==> src/shared/bemf_cond_pkg.sv <==
/*
 * constants and carrier types for the back-emf comparator output
 * conditioning block. assumes a 100 MHz system clock.
 */
// Notes on behaviour
// - the output filter time follows a two-bit code: 1, 2, 4 or 8 us.
// - blanking time follows a three-bit code: 6, 8, 12, 16 us, or 3 us when the top bit is set.
// - the capture source code picks soft trigger, phase u, phase v or phase w for the timer.
// - reset returns the trim register to all zeros.
// - each phase status is one above threshold, zero below, and one while its comparator is off.
// - the bypass bit, when one, skips the output filter.
// - the demag filter disable bit, when one, bypasses the demag filter.
// - the soft trigger bit is written by software and drives the capture input on source 00.
package bemf_cond_pkg;

    // ------------------------------------------------------------
    // clock and times
    // ------------------------------------------------------------
    localparam int unsigned CLK_MHZ          = 100;
    localparam int unsigned FILT_US_0        = 1;
    localparam int unsigned FILT_US_1        = 2;
    localparam int unsigned FILT_US_2        = 4;
    localparam int unsigned FILT_US_3        = 8;
    localparam int unsigned BLANK_US_0       = 6;
    localparam int unsigned BLANK_US_1       = 8;
    localparam int unsigned BLANK_US_2       = 12;
    localparam int unsigned BLANK_US_3       = 16;
    localparam int unsigned BLANK_US_HI      = 3;
    localparam int unsigned DEMAG_US         = 1;
    localparam int unsigned CNT_W            = 11;
    localparam logic [CNT_W-1:0] FILT_CYC_0  = CNT_W'(FILT_US_0 * CLK_MHZ);
    localparam logic [CNT_W-1:0] FILT_CYC_1  = CNT_W'(FILT_US_1 * CLK_MHZ);
    localparam logic [CNT_W-1:0] FILT_CYC_2  = CNT_W'(FILT_US_2 * CLK_MHZ);
    localparam logic [CNT_W-1:0] FILT_CYC_3  = CNT_W'(FILT_US_3 * CLK_MHZ);
    localparam logic [CNT_W-1:0] BLANK_CYC_0 = CNT_W'(BLANK_US_0 * CLK_MHZ);
    localparam logic [CNT_W-1:0] BLANK_CYC_1 = CNT_W'(BLANK_US_1 * CLK_MHZ);
    localparam logic [CNT_W-1:0] BLANK_CYC_2 = CNT_W'(BLANK_US_2 * CLK_MHZ);
    localparam logic [CNT_W-1:0] BLANK_CYC_3 = CNT_W'(BLANK_US_3 * CLK_MHZ);
    localparam logic [CNT_W-1:0] BLANK_CYC_HI = CNT_W'(BLANK_US_HI * CLK_MHZ);
    localparam logic [CNT_W-1:0] DEMAG_CYC   = CNT_W'(DEMAG_US * CLK_MHZ);

    // ------------------------------------------------------------
    // register map
    // ------------------------------------------------------------
    localparam logic [7:0]  TRIM_OFS         = 8'h20;
    localparam logic [7:0]  CTRL_OFS         = 8'h24;
    localparam logic [31:0] TRIM_RST         = 32'h0000_0000;
    localparam logic [31:0] CTRL_RST         = 32'h0000_0000;
    localparam int unsigned TRIM_BLANK_LSB   = 0;
    localparam int unsigned TRIM_SRC_LSB     = 4;
    localparam int unsigned TRIM_RES_LSB     = 6;
    localparam int unsigned TRIM_FILT_LSB    = 8;
    localparam int unsigned TRIM_RES3        = 3;
    localparam int unsigned CTRL_DEMAG_BIT   = 3;
    localparam int unsigned CTRL_BYP_BIT     = 4;
    localparam int unsigned CTRL_SWTRIG_BIT  = 5;
    localparam int unsigned CTRL_ON_LSB      = 8;
    localparam int unsigned CTRL_STS_LSB     = 16;

    typedef enum logic [1:0] {
        SRC_SOFT  = 2'b00,
        SRC_PH_U  = 2'b01,
        SRC_PH_V  = 2'b10,
        SRC_PH_W  = 2'b11
    } capture_src_e;

    typedef struct packed {
        logic [1:0]   output_filter_time_sel;
        logic [1:0]   res_7_6;
        capture_src_e capture_source_sel;
        logic         res_3;
        logic [2:0]   blanking_time_sel;
    } trim_s;

    typedef struct packed {
        logic [2:0] comp_on;
        logic       capture_soft_trigger;
        logic       output_filter_bypass;
        logic       demag_filter_disable;
    } ctrl_s;

endpackage : bemf_cond_pkg

==> src/core/bemf_cond.sv <==
/*
 * back-emf comparator output conditioning: per phase sync, blanking
 * after a commutation start, demag filter and output filter, then a
 * capture source mux for the timer.
 * assumes raw comparator levels are asynchronous, the blanking start
 * pulse comes from logic on i_mclk, and a plain single-cycle reg port.
 */
// The plain strobed port was decided locally.
`timescale 1ns/10ps
module bemf_cond #(
    parameter int unsigned N_PH = 3
) (
    input  wire logic            i_mclk,
    input  wire logic            i_rst,
    input  wire logic [7:0]      i_addr,
    input  wire logic [31:0]     i_wdata,
    input  wire logic            i_wr,
    input  wire logic            i_rd,
    output logic      [31:0]     o_rdata,
    input  wire logic [N_PH-1:0] i_comp_raw,
    input  wire logic            i_blank_start,
    output logic      [N_PH-1:0] o_phase_crossing_status,
    output logic      [N_PH-1:0] o_comp_on,
    output logic                 o_capture_in
);

    // ------------------------------------------------------------
    // registers
    // ------------------------------------------------------------
    bemf_cond_pkg::trim_s trim_q;
    bemf_cond_pkg::ctrl_s ctrl_q;
    logic [31:0]          rdata_q;
    logic [31:0]          rdata_d;
    logic [N_PH-1:0]      sts_q;
    logic                 cap_q;

    wire hit_trim = i_addr == bemf_cond_pkg::TRIM_OFS;
    wire hit_ctrl = i_addr == bemf_cond_pkg::CTRL_OFS;

    always_ff @(posedge i_mclk)
    begin
        if (i_rst)
        begin
            trim_q <= bemf_cond_pkg::TRIM_RST[9:0];
            ctrl_q <= bemf_cond_pkg::CTRL_RST[5:0];
        end
        else if (i_wr && hit_trim)
        begin
            trim_q <= i_wdata[9:0];
        end
        else if (i_wr && hit_ctrl)
        begin
            ctrl_q <= {i_wdata[bemf_cond_pkg::CTRL_ON_LSB +: 3],
                       i_wdata[bemf_cond_pkg::CTRL_SWTRIG_BIT],
                       i_wdata[bemf_cond_pkg::CTRL_BYP_BIT],
                       i_wdata[bemf_cond_pkg::CTRL_DEMAG_BIT]};
        end
    end

    wire [31:0] trim_word = {22'h0, trim_q};
    wire [31:0] ctrl_word = {13'h0, sts_q, 5'h0, ctrl_q.comp_on, 2'h0,
                             ctrl_q.capture_soft_trigger, ctrl_q.output_filter_bypass,
                             ctrl_q.demag_filter_disable, 3'h0};

    always_comb
    begin
        rdata_d = 32'h0;
        if (i_rd && hit_trim)
            rdata_d = trim_word;
        else if (i_rd && hit_ctrl)
            rdata_d = ctrl_word;
    end

    always_ff @(posedge i_mclk)
    begin
        if (i_rst)
            rdata_q <= 32'h0;
        else
            rdata_q <= rdata_d;
    end

    // ------------------------------------------------------------
    // time selection
    // ------------------------------------------------------------
    logic [bemf_cond_pkg::CNT_W-1:0] filt_cyc;
    logic [bemf_cond_pkg::CNT_W-1:0] blank_cyc;

    always_comb
    begin
        case (trim_q.output_filter_time_sel)
            2'h0:    filt_cyc = bemf_cond_pkg::FILT_CYC_0;
            2'h1:    filt_cyc = bemf_cond_pkg::FILT_CYC_1;
            2'h2:    filt_cyc = bemf_cond_pkg::FILT_CYC_2;
            default: filt_cyc = bemf_cond_pkg::FILT_CYC_3;
        endcase
    end

    always_comb
    begin
        case (trim_q.blanking_time_sel)
            3'h0:    blank_cyc = bemf_cond_pkg::BLANK_CYC_0;
            3'h1:    blank_cyc = bemf_cond_pkg::BLANK_CYC_1;
            3'h2:    blank_cyc = bemf_cond_pkg::BLANK_CYC_2;
            3'h3:    blank_cyc = bemf_cond_pkg::BLANK_CYC_3;
            default: blank_cyc = bemf_cond_pkg::BLANK_CYC_HI;
        endcase
    end

    // ------------------------------------------------------------
    // blanking window, shared by all phases
    // ------------------------------------------------------------
    logic [bemf_cond_pkg::CNT_W-1:0] blank_cnt_q;
    wire blanking = blank_cnt_q != '0;

    always_ff @(posedge i_mclk)
    begin
        if (i_rst)
            blank_cnt_q <= '0;
        else if (i_blank_start)
            blank_cnt_q <= blank_cyc;
        else if (blanking)
            blank_cnt_q <= blank_cnt_q - 1'b1;
    end

    // ------------------------------------------------------------
    // per phase conditioning
    // ------------------------------------------------------------
    for (genvar p = 0; p < N_PH; p++)
    begin : g_ph
        logic                            s1_q;
        logic                            s2_q;
        logic                            demag_q;
        logic                            filt_q;
        logic [bemf_cond_pkg::CNT_W-1:0] dcnt_q;
        logic [bemf_cond_pkg::CNT_W-1:0] fcnt_q;

        // demag stage passes a new level only after it stays stable
        wire demag_in  = s2_q;
        wire demag_out = ctrl_q.demag_filter_disable ? demag_in : demag_q;
        wire filt_out  = ctrl_q.output_filter_bypass ? demag_out : filt_q;

        always_ff @(posedge i_mclk)
        begin
            if (i_rst)
            begin
                s1_q    <= 1'b1;
                s2_q    <= 1'b1;
                demag_q <= 1'b1;
                filt_q  <= 1'b1;
                dcnt_q  <= '0;
                fcnt_q  <= '0;
            end
            else
            begin
                s1_q <= i_comp_raw[p];
                s2_q <= s1_q;
                if (demag_in == demag_q)
                    dcnt_q <= '0;
                else if (dcnt_q >= bemf_cond_pkg::DEMAG_CYC - 1'b1)
                begin
                    demag_q <= demag_in;
                    dcnt_q  <= '0;
                end
                else
                    dcnt_q <= dcnt_q + 1'b1;
                // length is read at every compare, so a new code acts at the next edge
                if (demag_out == filt_q)
                    fcnt_q <= '0;
                else if (fcnt_q >= filt_cyc - 1'b1)
                begin
                    filt_q <= demag_out;
                    fcnt_q <= '0;
                end
                else
                    fcnt_q <= fcnt_q + 1'b1;
            end
        end

        always_ff @(posedge i_mclk)
        begin
            if (i_rst)
                sts_q[p] <= 1'b1;
            else if (!ctrl_q.comp_on[p])
                sts_q[p] <= 1'b1;
            else if (!blanking)
                sts_q[p] <= filt_out;
        end
    end

    // ------------------------------------------------------------
    // capture source mux
    // ------------------------------------------------------------
    logic cap_d;

    always_comb
    begin
        case (trim_q.capture_source_sel)
            bemf_cond_pkg::SRC_SOFT: cap_d = ctrl_q.capture_soft_trigger;
            bemf_cond_pkg::SRC_PH_U: cap_d = sts_q[0];
            bemf_cond_pkg::SRC_PH_V: cap_d = sts_q[1];
            bemf_cond_pkg::SRC_PH_W: cap_d = sts_q[2];
            default:                 cap_d = 1'b0;
        endcase
    end

    always_ff @(posedge i_mclk)
    begin
        if (i_rst)
            cap_q <= 1'b0;
        else
            cap_q <= cap_d;
    end

    logic [N_PH-1:0] on_q;

    always_ff @(posedge i_mclk)
    begin
        if (i_rst)
            on_q <= '0;
        else
            on_q <= ctrl_q.comp_on;
    end

    assign o_rdata                 = rdata_q;
    assign o_phase_crossing_status = sts_q;
    assign o_comp_on               = on_q;
    assign o_capture_in            = cap_q;

endmodule : bemf_cond

==> config.mk <==
export PLATFORM = sky130hd
export DESIGN_NAME = bemf_cond
export DESIGN_NICKNAME = d
export VERILOG_FILES = /design/src/shared/bemf_cond_pkg.sv /design/src/core/bemf_cond.sv
export SDC_FILE = /design/constraint.sdc
export NUM_CORES = 1
export LEC_CHECK = 0
export BUFFER_PORTS_ARGS = -buffer_cell sky130_fd_sc_hd__clkbuf_2
export CAP_MARGIN = 20
export CORE_AREA = 2 2 103 105
export DETAILED_ROUTE_END_ITERATION = 10
export DIE_AREA = 0 0 105 107
export GPL_TIMING_DRIVEN = 0
export MAX_ROUTING_LAYER = met4
export PLACE_DENSITY = 0.79
export SYNTH_ARGS = -nofsm -noshare
export SYNTH_HDL_FRONTEND = slang
export SYNTH_SLANG_ARGS = --single-unit
==> constraint.sdc <==
create_clock -name i_mclk -period 3.4 [get_ports i_mclk]
set_input_delay 0.17 -clock i_mclk [delete_from_list [all_inputs] [get_ports i_mclk]]
set_output_delay 0.17 -clock i_mclk [all_outputs]
set_load 0.01 [all_outputs]
; ---- Word level (Yosys, flattened, before mapping)
; Index checks and enable logic that the tools add are counted.
[word_totals]
input_bits = 48
wordCells = 115
reg_bits = 126
[op_classes]
magnitude_cmp = 6
n_mux = 13
add_sub_neg = 8
n_reduce_logical = 26
eq_ne = 16
bitwise_logic = 11
[op_table]
columns = operator, n
row1 = $add 11x1->11 const B, 6
row2 = $pmux 11 s4, 1
row3 = $ge 11x11->1, 3
row4 = $ge 11x7->1 const B, 3
row5 = $pmux 10 s3, 1
row6 = $mux 11, 2
row7 = $sub 11x1->11 const B, 2
row8 = $reduce_or 3->1, 7
row9 = $mux 10, 2
row10 = $eq 8x6->1 const B, 2
row11 = $reduce_and 2->1, 7
row12 = $not 1->1, 11
row13 = $reduce_bool 11->1, 1
row14 = $eq 1x1->1, 6
row15 = $eq 2x2->1 const B, 3
row16 = $eq 3x2->1 const B, 2
row17 = $mux 1, 6
row18 = $reduce_or 2->1, 3
row19 = $eq 2x1->1 const B, 2
row20 = $logic_and 1x1->1, 4
row21 = $logic_not 2->1, 2
row22 = $pmux 1 s4, 1
row23 = $eq 3x1->1 const B, 1
row24 = $logic_not 3->1, 1
row25 = $reduce_bool 2->1, 1

; ---- Logic depth before layout (Yosys ltp)
[logic_depth]
word_depth = 5
depth_mapped = 11
ltp_nobuf = 10

; ---- Worst setup path before layout
; Ideal clock, no wire load.
[synth_path]
path_kind = register to register
from = register trim_q[8] (netlist name)
to = register g_ph[0].fcnt_q[2] in the netlist's numbering
period_less_slack_ns = 2.625
path_stages_with_launch = 12
arrival_ns = 2.562
setup_slack_ns = 0.775
path_cell_list = dfxtp_1 > inv_1 > ha_1 > inv_1 > ha_1 > ha_1 > a211oi_2 > nor2_1 > o311a_1 > or4_4 > buf_6 > nor2_1
[synth_via]
elab_chain_cells = 5
word_cells_on_any_way = 7
cone_classes = add/sub (1) / order compare (1) / eq/ne (2) / mux (1) / reduce/logical (2)
[synth_lines]
columns = item, line_no
row1 = "$eq 2x2->1, or another cell as far along", bemf_cond.sv:90  ; case (trim_q.output_filter_time_sel)
row2 = $pmux 10 s3 *, bemf_cond.sv:90
row3 = $sub 11x1->11 *, bemf_cond.sv:169  ; else if (fcnt_q >= filt_cyc - 1'b1)
row4 = $ge 11x11->1 *, bemf_cond.sv:169
row5 = $reduce_or 3->1 (no line) *, --
row6 = end signal: assignment, bemf_cond.sv:175  ; fcnt_q <= fcnt_q + 1'b1;
row7 = end: declaration, bemf_cond.sv:135  ; logic [bemf_cond_pkg::CNT_W-1:0] fcnt_q;
; Every way passes the cells marked *; elsewhere a longest branch is shown, timed or not.
; A chain may end at the register's enable or synchronous reset.

; ---- Worst setup path after layout
[layout_path]
from = register trim_q[9] (netlist name)
to = register g_ph[0].fcnt_q[1] in the netlist's numbering
[layout_via]
elab_chain_cells = 5
word_cells_on_any_way = 7
cone_classes = add/sub (1) / order compare (1) / eq/ne (2) / mux (1) / reduce/logical (2)
[layout_lines]
columns = item, line_no
row1 = "$eq 2x2->1, or another cell as far along", bemf_cond.sv:90
row2 = $pmux 10 s3 *, bemf_cond.sv:90
row3 = $sub 11x1->11 *, bemf_cond.sv:169
row4 = $ge 11x11->1 *, bemf_cond.sv:169
row5 = $reduce_or 3->1 (no line) *, --
; Marked as above.

==> summary.md <==
| Metric | Value |
|---|---|
| Status | finished, final reports clean |
| Critical R2R Capture | g_ph[0].fcnt_q[1]$_SDFF_PP0_ |
| TritonCTS clock tree | done |
| Vias in the first global route | 4309 |
| Hold Path Class | input port to register |
| Worst Path Buf+Inv | 3 |
| ANT nets after route | 0 |
| Worst path slowest cell | or4_4 |
| Yosys cell types | 58 |
| Clk buf depth | 2 |
| Antenna diodes | 0 |
| VDD IR max | approximately 0.25 mV |
| Synth warn | 0 |
| Setup Viol. Count Final | 0 |
| CP peak stage delay | 540 ps |
| Setup Crit Path Kind | register to register |
| Max layer used | met4 |
| DRC errors left | 0 |
| Total GRT Usage | 0.2186 |
| Fmax | ~330 MHz |
| Mean Syn Cell Area | just over 9 µm² |
| Final wirelength | 11460 µm |
| Largest family of logic cells by synthesized area | simple AND/OR/NAND/NOR gates |
| WL met2 | 5727 µm |
| Initial Util | 0.5570 |
| Area grow syn2layout | 21.01% |
| FF-to-FF path depth | 11 |
| GPL Wtd Cong | slightly below 0.8 |
| Synth Area in XOR/XNOR | 0.08257 |
| Register area share after synthesis | 0.4487 |
| WL met3 | 489 µm |
| Leakage | 0.002961 µW |
| Fin Clk Skew | around 6.4 ps |
| Worst EP required | roughly 3900 ps |
| R2R setup slack | 400 ps |
| Period utilisation layout | 0.8816 |
| Initial antenna violation count | 0 |
| HPWL after DPL | approximately 8100 µm |
| Top_reg_cell synth | dfxtp_1 |
| Rows | 37 |
| Minimum clock period | 2997 ps |
| Drt wl/cell | 13.33 µm |
| Simple-gate portion of the synthesized area | 0.2037 |
| Hold Fails Final Rpt | 0 |
| Layout cells sized above 1 | 0.1561 |
| Power per cell area | 483.7 mW/mm² |
| Area of the die | between 0.01 and 0.015 mm² |
| Critical path destination | g_ph[0].fcnt_q[1]$_SDFF_PP0_ |
| CP endpoint kind | register |
| Flip-flop and latch count after synthesis | approximately 130 |
| Wl on met1 | 5053 µm |
| Worst skew pair latency | between 500 and 600 ps |
| Setup bufs post-CTS | 0 |
| Syn Inst Count | roughly 600 |
| RSZ-0062 raised after global routing | false |
| Area of the core | ~0.01 mm² |
| Synth Area in Adders | 0.09125 |
| Async S/R FF share, synth | 0 |
| Hold_ws | a little under 40 ps |
| Port buffer count | 45 |
| Fill count | about 770 |
| Max-cap violations | 0 |
| Pin count of the biggest net entering global routing | 17 |
| Critical path, cell by cell | inv_1 > ha_1 > inv_1 > ha_1 > ha_1 > a211oi_2 > nor2_1 > o311a_1 > or4_4 > buf_6 > nor2_1 |
| Most used cell, CP | ha_1 |
| First-pass GRT wire length | approximately 19000 µm |
| Total iterations of the first detailed-routing run | 6 |
| Crit start category | register |
| Fin. max-slew vios | 0 |
| Clock transition at path regs | ~60 ps |
| Compound-gate portion of the synthesized area | 0.07345 |
| Die span in y | approximately 110 µm |
| Max FO, Critical Path | 10 |
| Mux contribution to synthesized area | 0.04674 |
| # nets final | 800 |
| Final WS setup | between 400 and 500 ps |
| Crit-path leading delay family | adder cells |
| H-tree depth reported by CTS | 4 |
| Critical path arrival | roughly 3500 ps |
| Setup TNS | 0 ps |
| Slew at the pin closest to its max-slew limit | around 950 ps |
| Slew HR | 0.3602 |
| Drt initial violations | approximately 160 |
| Die Wd | roughly 110 µm |
| Boundary pin count | between 80 and 90 |
| Grt total ovfl | 0 |
| DR vias/cell | around 5.2 |
| Clock Root Buffer | clkbuf_8 |
| Vias after detailed routing | roughly 4.4k |
| Pre-CTS setup slack | ~430 ps |
| Worst r2r src | trim_q[9]$_SDFFE_PP0P_ |
| Area of the mapped netlist | ~0.0056 mm² |
| Num CTS Buffers | 17 |
| Worst Setup SP | trim_q[9]$_SDFFE_PP0P_ |
| Post-synth EDFFs | 0 |
| Clock sink count | 126 |
| CP Depth | 11 |
==> logic make-up after synthesis <==
group | count (synthesis)
AOI/OAI and AO/OA | 60
xor gates and xnor gates | 53
adders and majority gates | 41
buffers and inverters | 57
DFF | 126
muxes | 25
other | 2
and+or+nand+nor | 238
==> layer usage <==
metal,global-route usage,vias up
li1,-,2231
met1,0.2332,2082
met2,0.3766,102
met3,0.06383,22
met4,0.1000,0
met5,-,-
==> where the power goes <==
group | switching, µW | internal [µW] | leakage, µW | total (µW)
Sequential | 18.3 | 1500 | 0.00102 | 1520
Combinational | 93.3 | 85.4 | 0.00169 | 179
Clock | 641 | 950 | 0.000250 | 1590
Total | 753 | 2540 | 0.00296 | 3290
==> cells in the mapped netlist, types with 2 or more instances <==
cell type / number / share of area
nand2_1: 27 / 0.018
nand2b_1: 4 / 0.0045
nand3b_1: 6 / 0.0080
nor4_1: 5 / 0.0056
a211o_1: 3 / 0.0047
o21a_1: 2 / 0.0027
or3_1: 4 / 0.0045
and2_1: 4 / 0.0045
o21bai_1: 2 / 0.0027
or2_2: 6 / 0.0067
a311oi_1: 2 / 0.0031
nor3_1: 6 / 0.0053
inv_1: 20 / 0.013
o21ai_0: 9 / 0.0080
o211ai_1: 3 / 0.0040
a21oi_1: 15 / 0.013
and3_1: 11 / 0.012
dfxtp_1: 126 / 0.45
buf_2: 4 / 0.0036
o21ai_1: 2 / 0.0018
nand4b_1: 2 / 0.0031
nand4_1: 4 / 0.0045
a31oi_1: 5 / 0.0056
mux2i_1: 24 / 0.043
a22oi_1: 2 / 0.0027
ha_1: 41 / 0.091
a211oi_1: 3 / 0.0040
conb_1: 2 / 0.0013
buf_4: 18 / 0.024
clkbuf_1: 13 / 0.0087
or4_1: 3 / 0.0040
xor2_1: 28 / 0.044
xnor2_1: 25 / 0.039
nand3_1: 36 / 0.032
nor2b_1: 7 / 0.0078
nor2_1: 106 / 0.071
==> layout by cell type, fill, tap and decap left out, types with 4 or more instances in the layout <==
cell	netlist	final
xor2_1	28	28
or3_1	4	4
or2_2	6	6
conb_1	2	33
nand2_1	27	27
nand2b_1	4	4
nor4_1	5	5
mux2i_1	24	24
and3_1	11	11
buf_2	4	4
o21ai_0	9	9
ha_1	41	41
buf_4	18	18
nor2b_1	7	7
clkbuf_16	0	16
clkbuf_8	0	4
and2_1	4	4
a21oi_1	15	15
nand3_1	36	36
clkbuf_2	0	45
nand3b_1	6	6
xnor2_1	25	25
nand4_1	4	4
dfxtp_1	126	126
dlygate4sd3_1	0	14
inv_1	20	20
a31oi_1	5	5
clkbuf_1	13	16
nor2_1	106	106
nor3_1	6	6
clkinvlp_4	0	4
==> worst reg2reg max path: stages (launching register included) <==
cell and delay [ps]:
dfxtp_1 370, inv_1 130, ha_1 290, inv_1 80, ha_1 370, ha_1 220, a211oi_2 210, nor2_1 80
o311a_1 380, or4_4 540, buf_6 160, nor2_1 110
==> how the worst min path moves through the flow <==
stage / from / endpoint / slack (ps) / depth (start not counted)
after CTS: i_addr[2] / o_rdata[7]$_SDFF_PP0_ / 20 / 3
after global placement: i_comp_raw[1] / g_ph[1].s1_q$_SDFF_PP1_ / 360 / 2
after global routing: i_addr[2] / o_rdata[0]$_SDFF_PP0_ / 30 / 3
after floorplan: i_comp_raw[0] / g_ph[0].s1_q$_SDFF_PP1_ / 270 / 1
after detailed placement: i_comp_raw[2] / g_ph[2].s1_q$_SDFF_PP1_ / 380 / 2
final: i_addr[2] / o_rdata[7]$_SDFF_PP0_ / 40 / 3
==> layout make-up <==
class	count	area (µm²)	area share
Clock buffer	23	466.7	0.06860
Clock inverter	9	62.56	0.009196
Inverter	20	75.07	0.01104
Multi-Input combinational cell	450	2922	0.4295
Buffer	37	219.0	0.03219
Tap cell	136	170.2	0.02501
Timing Repair Buffer	59	365.4	0.05371
Sequential cell	126	2522	0.3708
==> sequential cells by signal, indices dropped and copies added, names as in the netlist <==
signal,flops
o_comp_on,3
g_ph.dcnt_q,33
g_ph.demag_q,3
trim_q,10
blank_cnt_q,11
o_phase_crossing_status,3
g_ph.filt_q,3
g_ph.demag_in,3
g_ph.fcnt_q,33
o_capture_in,1
o_rdata,14
g_ph.s1_q,3
ctrl_q,6
==> per-stage QoR <==
step	power [µW]	area (µm²)	utilization	std cells
after floorplan	1669	5738	-	633
after global placement	1706	6133	0.6077	814
after detailed placement	1712	6133	0.6077	814
after CTS	3303	6803	0.6741	860
after global routing	3395	6803	0.6741	860
final	3290	6803	0.6741	860
==> repair_timing <==
item | in CTS | in global routing
hold buffers | 14 | 0
hold endpoints to repair | 19 | 0
resized for setup | 0 | 0
(Power assumes the default switching activity.)
